==> config.mk <==
export PLATFORM = sky130hd
export DESIGN_NAME = fcc_config_reg
export DESIGN_NICKNAME = d
export VERILOG_FILES = /design/src/design/fcc_pkg.sv /design/src/design/fcc_rpm_scale.sv /design/src/design/fcc_config_reg.sv
export SDC_FILE = /design/constraint.sdc
export NUM_CORES = 1
export LEC_CHECK = 0
export BUFFER_PORTS_ARGS = -buffer_cell sky130_fd_sc_hd__buf_2
export CORE_MARGIN = 2
export CORE_UTILIZATION = 60
export DETAILED_ROUTE_END_ITERATION = 8
export MAX_ROUTING_LAYER = met4
export PLACE_DENSITY = 0.88
export SETUP_SLACK_MARGIN = 0.4
export SLEW_MARGIN = 10
export SYNTH_ARGS = -nofsm -noshare
export SYNTH_HDL_FRONTEND = slang
export SYNTH_SLANG_ARGS = --single-unit
==> constraint.sdc <==
create_clock -name i_clk_sys -period 95.7 [get_ports i_clk_sys]
set_clock_uncertainty 0.05 [all_clocks]
set_input_delay 19.14 -clock i_clk_sys [delete_from_list [all_inputs] [get_ports i_clk_sys]]
set_output_delay 19.14 -clock i_clk_sys [all_outputs]
set_load 0.01 [all_outputs]
==> src/design/fcc_pkg.sv <==
// Package with the configuration register map, field layout and reset values.
package fcc_pkg;
   localparam logic [7:0] FCC_CMD_CONFIG = 8'h04;
   localparam int FCC_BIT_WIPE = 7;
   localparam int FCC_BIT_STEP = 6;
   localparam int FCC_BIT_SRC = 5;
   localparam int FCC_F2_LSB = 3;
   localparam int FCC_F1_LSB = 1;
   localparam int FCC_BIT_PD = 0;
   localparam logic [7:0] FCC_CONFIG_RST = 8'h0A;
   localparam logic [9:0] FCC_STEP_COARSE = 10'h032;
   localparam logic [9:0] FCC_STEP_FINE = 10'h019;
endpackage

==> src/design/fcc_rpm_scale.sv <==
// Per-fan conversion of a counted pulse rate into an RPM output register value.
`timescale 1ns/1ps
module fcc_rpm_scale (
   input wire logic i_clk_sys,
   input wire logic i_nrst,
   input wire logic [15:0] i_pulses_per_min,
   input wire logic [1:0] i_pulses_per_turn,
   input wire logic i_step_fine,
   output logic [8:0] o_rpm
);
   import fcc_pkg::*;
   // A field value n means n+1 pulses per turn.
   logic [15:0] turns_per_min;
   logic [15:0] step_units;
   logic [8:0] rpm_next;
   logic [8:0] rpm_reg;
   assign turns_per_min = i_pulses_per_min / ({14'h0000, i_pulses_per_turn} + 16'h0001); // RULE5
   assign step_units = turns_per_min / (i_step_fine ? {6'h00, FCC_STEP_FINE} : {6'h00, FCC_STEP_COARSE}); // RULE8
   assign rpm_next = (step_units > 16'h01FF) ? 9'h1FF : step_units[8:0];
   always_ff @(posedge i_clk_sys) begin
      if (!i_nrst) rpm_reg <= 9'h000;
      else rpm_reg <= rpm_next;
   end
   assign o_rpm = rpm_reg;
endmodule // fcc_rpm_scale

==> src/design/fcc_config_reg.sv <==
// Configuration register of a dual-fan speed controller with its control outputs.
//
// How it works
// RULE1: One 8-bit read/write register; every bit reads back what was last written.
// RULE2: Bit 7 fault wipe, 6 step, 5 source, 4:3 fan2, 2:1 fan1, 0 power-down.
// RULE3: Writing 1 to bit 7 clears fan fault flags and releases the alert.
// RULE4: Bit 7 at 0 leaves fault flags alone; it resets to 0.
// RULE5: Each fan's pulses-per-turn field scales its pulse count into RPM.
// RULE6: Power-down bit set enters shutdown; clear keeps normal operation. Here it only drives o_power_down_select; RPM scaling keeps running.
// RULE7: Reset loads bits 3 and 1 high, all others low.
// RULE8: Step select clear gives 50 RPM steps, set gives 25 RPM steps.
// RULE9: The host addresses this register with command code 0x04.
// RULE10: One clear pulse per write of 1; later faults set the flags again.
`timescale 1ns/1ps
module fcc_config_reg (
   input wire logic i_clk_sys,
   input wire logic i_nrst,
   input wire logic i_wr_en,
   input wire logic i_rd_en,
   input wire logic [7:0] i_cmd,
   input wire logic [7:0] i_wr_data,
   input wire logic i_fan1_fault_det,
   input wire logic i_fan2_fault_det,
   input wire logic [15:0] i_fan1_pulses_per_min,
   input wire logic [15:0] i_fan2_pulses_per_min,
   output logic [7:0] o_rd_data,
   output logic o_rd_hit,
   output logic o_fault_wipe,
   output logic o_rpm_step_select,
   output logic o_speed_source_select,
   output logic [1:0] o_fan2_pulses_per_turn,
   output logic [1:0] o_fan1_pulses_per_turn,
   output logic o_power_down_select,
   output logic [1:0] o_fan_fault,
   output logic o_alert_n,
   output logic [8:0] o_rpm1,
   output logic [8:0] o_rpm2
);
   import fcc_pkg::*;
   logic [7:0] config_reg;
   logic [7:0] config_next;
   logic [7:0] rd_data_reg;
   logic [7:0] rd_data_next;
   logic rd_hit_reg;
   logic wipe_reg;
   logic [1:0] fault_reg;
   logic [1:0] fault_next;
   logic alert_n_reg;
   logic sel_config;
   logic wr_config;
   logic wipe_req;
   logic [1:0] fault_det;

   assign sel_config = (i_cmd == FCC_CMD_CONFIG); // RULE9
   assign wr_config = i_wr_en && sel_config;
   assign config_next = wr_config ? i_wr_data : config_reg; // RULE1
   assign wipe_req = wr_config && i_wr_data[FCC_BIT_WIPE]; // RULE3 RULE10
   assign rd_data_next = (i_rd_en && sel_config) ? config_reg : 8'h00; // RULE1
   assign fault_det = {i_fan2_fault_det, i_fan1_fault_det};
   // Detection sets win over a wipe landing in the same cycle.
   assign fault_next = fault_det | (wipe_reg ? 2'h0 : fault_reg); // RULE3 RULE4 RULE10

   always_ff @(posedge i_clk_sys) begin
      if (!i_nrst) begin
         config_reg <= FCC_CONFIG_RST; // RULE7 RULE4
         rd_data_reg <= 8'h00;
         rd_hit_reg <= 1'b0;
         wipe_reg <= 1'b0;
         fault_reg <= 2'h0;
         alert_n_reg <= 1'b1;
      end else begin
         config_reg <= config_next;
         rd_data_reg <= rd_data_next;
         rd_hit_reg <= i_rd_en && sel_config;
         wipe_reg <= wipe_req; // RULE10
         fault_reg <= fault_next;
         alert_n_reg <= ~|fault_next; // RULE3
      end
   end

   assign o_rd_data = rd_data_reg;
   assign o_rd_hit = rd_hit_reg;
   assign o_fault_wipe = wipe_reg;
   assign o_rpm_step_select = config_reg[FCC_BIT_STEP]; // RULE2 RULE8
   assign o_speed_source_select = config_reg[FCC_BIT_SRC]; // RULE2
   assign o_fan2_pulses_per_turn = config_reg[FCC_F2_LSB +: 2]; // RULE2
   assign o_fan1_pulses_per_turn = config_reg[FCC_F1_LSB +: 2]; // RULE2
   assign o_power_down_select = config_reg[FCC_BIT_PD]; // RULE6
   assign o_fan_fault = fault_reg;
   assign o_alert_n = alert_n_reg;

   fcc_rpm_scale u_rpm1 (
      .i_clk_sys(i_clk_sys),
      .i_nrst(i_nrst),
      .i_pulses_per_min(i_fan1_pulses_per_min),
      .i_pulses_per_turn(config_reg[FCC_F1_LSB +: 2]),
      .i_step_fine(config_reg[FCC_BIT_STEP]),
      .o_rpm(o_rpm1)
   ); // RULE5

   fcc_rpm_scale u_rpm2 (
      .i_clk_sys(i_clk_sys),
      .i_nrst(i_nrst),
      .i_pulses_per_min(i_fan2_pulses_per_min),
      .i_pulses_per_turn(config_reg[FCC_F2_LSB +: 2]),
      .i_step_fine(config_reg[FCC_BIT_STEP]),
      .o_rpm(o_rpm2)
   ); // RULE5
endmodule // fcc_config_reg

==> key figures <==
Finish
  – Area Growth Syn to Fin: 4.240%
  – # diodes: 0
  – Share of cells above drive strength 1: 11.24%
  – Layout net count: slightly above 3,000

Floorplanning
  – Die area: about 34,000 sq um
  – Initial Utilization: between 60% and 70%
  – Core Area: between 30,000 and 40,000 sq um
  – Die width: ~180 um
  – Row Count: 66
  – Ports: 92
  – Die height: 185.0 um

Timing
  – Setup_tns: 0 ns
  – FMAX: roughly 17 MHz
  – Final period util: between 60% and 70%
  – Slew headroom: between 30% and 40%
  – Minimum clock period: about 59 ns
  – Final hold vios: 0
  – # setup viols final: 0
  – Final Max Tran Viols: 0
  – Unrepaired setup endpoints after global routing: no
  – Worst slew pin tran: slightly above 1 ns

Logic synthesis
  – FF+latch count, synth: 39
  – Sequential fraction of the synthesis area: between 3 and 4%
  – Main flop type after synthesis: dfxtp_1
  – Mapped Avg Cell Area: 6.990 sq um
  – Post-synth EDFFs: 0
  – Cell area after synthesis: a little under 20,000 sq um
  – Synth Instances: between 2,000 and 3,000
  – Mapped Nets: between 3,000 and 4,000
  – Ys async rst share: 0%
  – Distinct cells, synth: between 100 and 150
  – YS warnings: 0

Clock network
  – Max clock buf depth: 2
  – # resized after CTS: 0
  – Clock transition at the registers of the reported paths: about 0.07 ns
  – CTS tree: done
  – Clock Tree Root: clkbuf_16
  – Hold buffers post-CTS: 0
  – TritonCTS Buffers: 5
  – Setup Buffers After CTS: 0
  – Sink Count: 39
  – Insertion delay to the later sink of the worst-skew pair: between 0.3 and 0.4 ns
  – H-tree depth: 2

Worst setup path
  – Cell family with most CP delay: simple AND/OR/NAND/NOR gates
  – Critical path buffers and inverters: 11
  – Worst-path fanout max: 16
  – Worst EP required: ~96 ns
  – CP max-delay cell: and3_1
  – CP arrival: 58.91 ns
  – FF-to-FF path depth: between 150 and 200
  – Critical path depth in cells: between 150 and 200
  – CP startpoint kind: primary input
  – Critical path class: primary input to flop
  – Most common cell on crit path: ha_1
  – Crit-path max cell delay: approximately 0.58 ns
  – Setup crit end kind: flop

GRT
  – Pin count of the biggest net entering global routing: a little under 50
  – Vias in the first global route: 21,550
  – Total congestion overflow after global routing: 0
  – First-pass GRT wire length: between 100 and 150 mm
  – Gr usage total: a little over a third
  – Initial antenna violation count: 0

Route
  – Drt wl/cell: ~19 um
  – Drt total wl: 61.35 mm
  – Final ANT Viol Nets: 0
  – First-pass iteration count of the detailed router: 9
  – Via-to-Cell Ratio: just under 7
  – DRC violations left: 0
  – Vias post-DR: 22,840
  – Initial DRC count: between 1,500 and 2,000

Outcome
  – Run status: finished, final reports clean

Placement
  – IO buf count: 91
  – GPL Wtd Cong: ~0.96
  – Final HPWL DP: 48.89 mm

Hold path
  – Worst hold stages: 1
  – Hold Crit Class: flop to flop

Flow run
  – Max_cap viols: 0
cell usage after synthesis (39+ instances only):
cell | n | area, sq um
o21ai_0 | 165 | 825.8
ha_1 | 195 | 2440
xor2_1 | 52 | 455.4
xnor2_1 | 98 | 858.3
a21oi_1 | 188 | 940.9
nor2_1 | 317 | 1190
and3_1 | 40 | 250.2
nor3_1 | 142 | 710.7
dfxtp_1 | 39 | 780.8
inv_1 | 100 | 375.4
nand2_1 | 196 | 735.7
nand3_1 | 78 | 390.4
or2_2 | 39 | 244.0
and2_1 | 42 | 262.8
o21a_1 | 74 | 555.5
nand2b_1 | 46 | 287.8
a31oi_1 | 40 | 250.2
mux2i_1 | 69 | 690.7
clkbuf_1 | 41 | 153.9
final timing paths:
| check | from | end | slack (ns) |
|---|---|---|---|
| setup / recovery | i_fan2_pulses_per_min[1] | u_rpm2.o_rpm[0] | 36.95 |
| hold / removal | config_reg[7] | o_rd_data[7] | 0.43 |
| setup reg to reg | config_reg[3] | u_rpm2.o_rpm[0] | 55.25 |
| hold reg to reg | config_reg[7] | o_rd_data[7] | 0.43 |
layout make-up:
| class | count | area [sq um] |
|---|---|---|
| Clock buffer | 5 | 125.1 |
| Timing Repair Buffer | 96 | 493.0 |
| Multi-Input combinational cell | 2583 | 18060 |
| Inverter | 113 | 424.2 |
| Sequential cell | 39 | 782.0 |
| Clock inverter | 3 | 47.55 |
| Tap cell | 442 | 553.0 |
| Fill cell | 2893 | 11880 |
layer usage:
layer / global-route usage, % / wire length, um / vias to the layer above
met5: - / 0 / -
met4: 17.65 / 2879 / 0
met1: 41.56 / 25430 / 10720
met2: 62.53 / 29570 / 993
li1: - / - / 10900
met3: 2.261 / 3465 / 225
per-stage QoR:
stage | instance area (sq um) | worst slack (ns) | cells | util [%] | hold slack (ns)
after floorplan | 19660 | 44.30 | 2812 | - | 0.3795
after global placement | 20320 | 39.22 | 3273 | 62.76 | 0.3899
after detailed placement | 20320 | 37.57 | 3273 | 62.76 | 0.4084
after CTS | 20490 | 37.86 | 3281 | 63.29 | 0.4313
after global routing | 20490 | 33.36 | 3281 | 63.29 | 0.4548
final | 20490 | 36.95 | 3281 | 63.29 | 0.4289
kinds of logic after synthesis:
family	count (synthesis)	share of synthesized area [%]
buffers and inverters	190	4.157
AO/OA/AOI/OAI	948	34.85
AND/OR/NAND/NOR	1182	32.05
flip-flops	39	3.972
XOR/XNOR	150	6.684
adder cells (fa/ha/maj)	198	12.57
multiplexers	105	5.723
cells in the final DEF (no fill, tap or decap), drive strengths merged, types with 12 or more instances in the layout:
cell	count
nor2	323
nand2	203
ha	195
a21oi	194
o21ai	192
nor3	157
inv	114
xnor2	98
buf	96
nand3	80
o21a	75
mux2i	73
xor2	52
nor4	48
nand2b	46
or2	44
and2	43
a211oi	42
and3	41
a31oi	41
o211ai	40
a21o	39
dfxtp	39
or3	38
nor2b	36
nand4	36
mux2	32
o31ai	31
a211o	24
a21boi	23
nor4b	20
o211a	19
a2111oi	19
o31a	14
nor3b	14
a31o	13
and4	12
o2111ai	12
a311oi	12
Power is left out: the tool's default activity adds up to more than one toggle a clock period on the data nets, which glitch-free logic cannot reach.
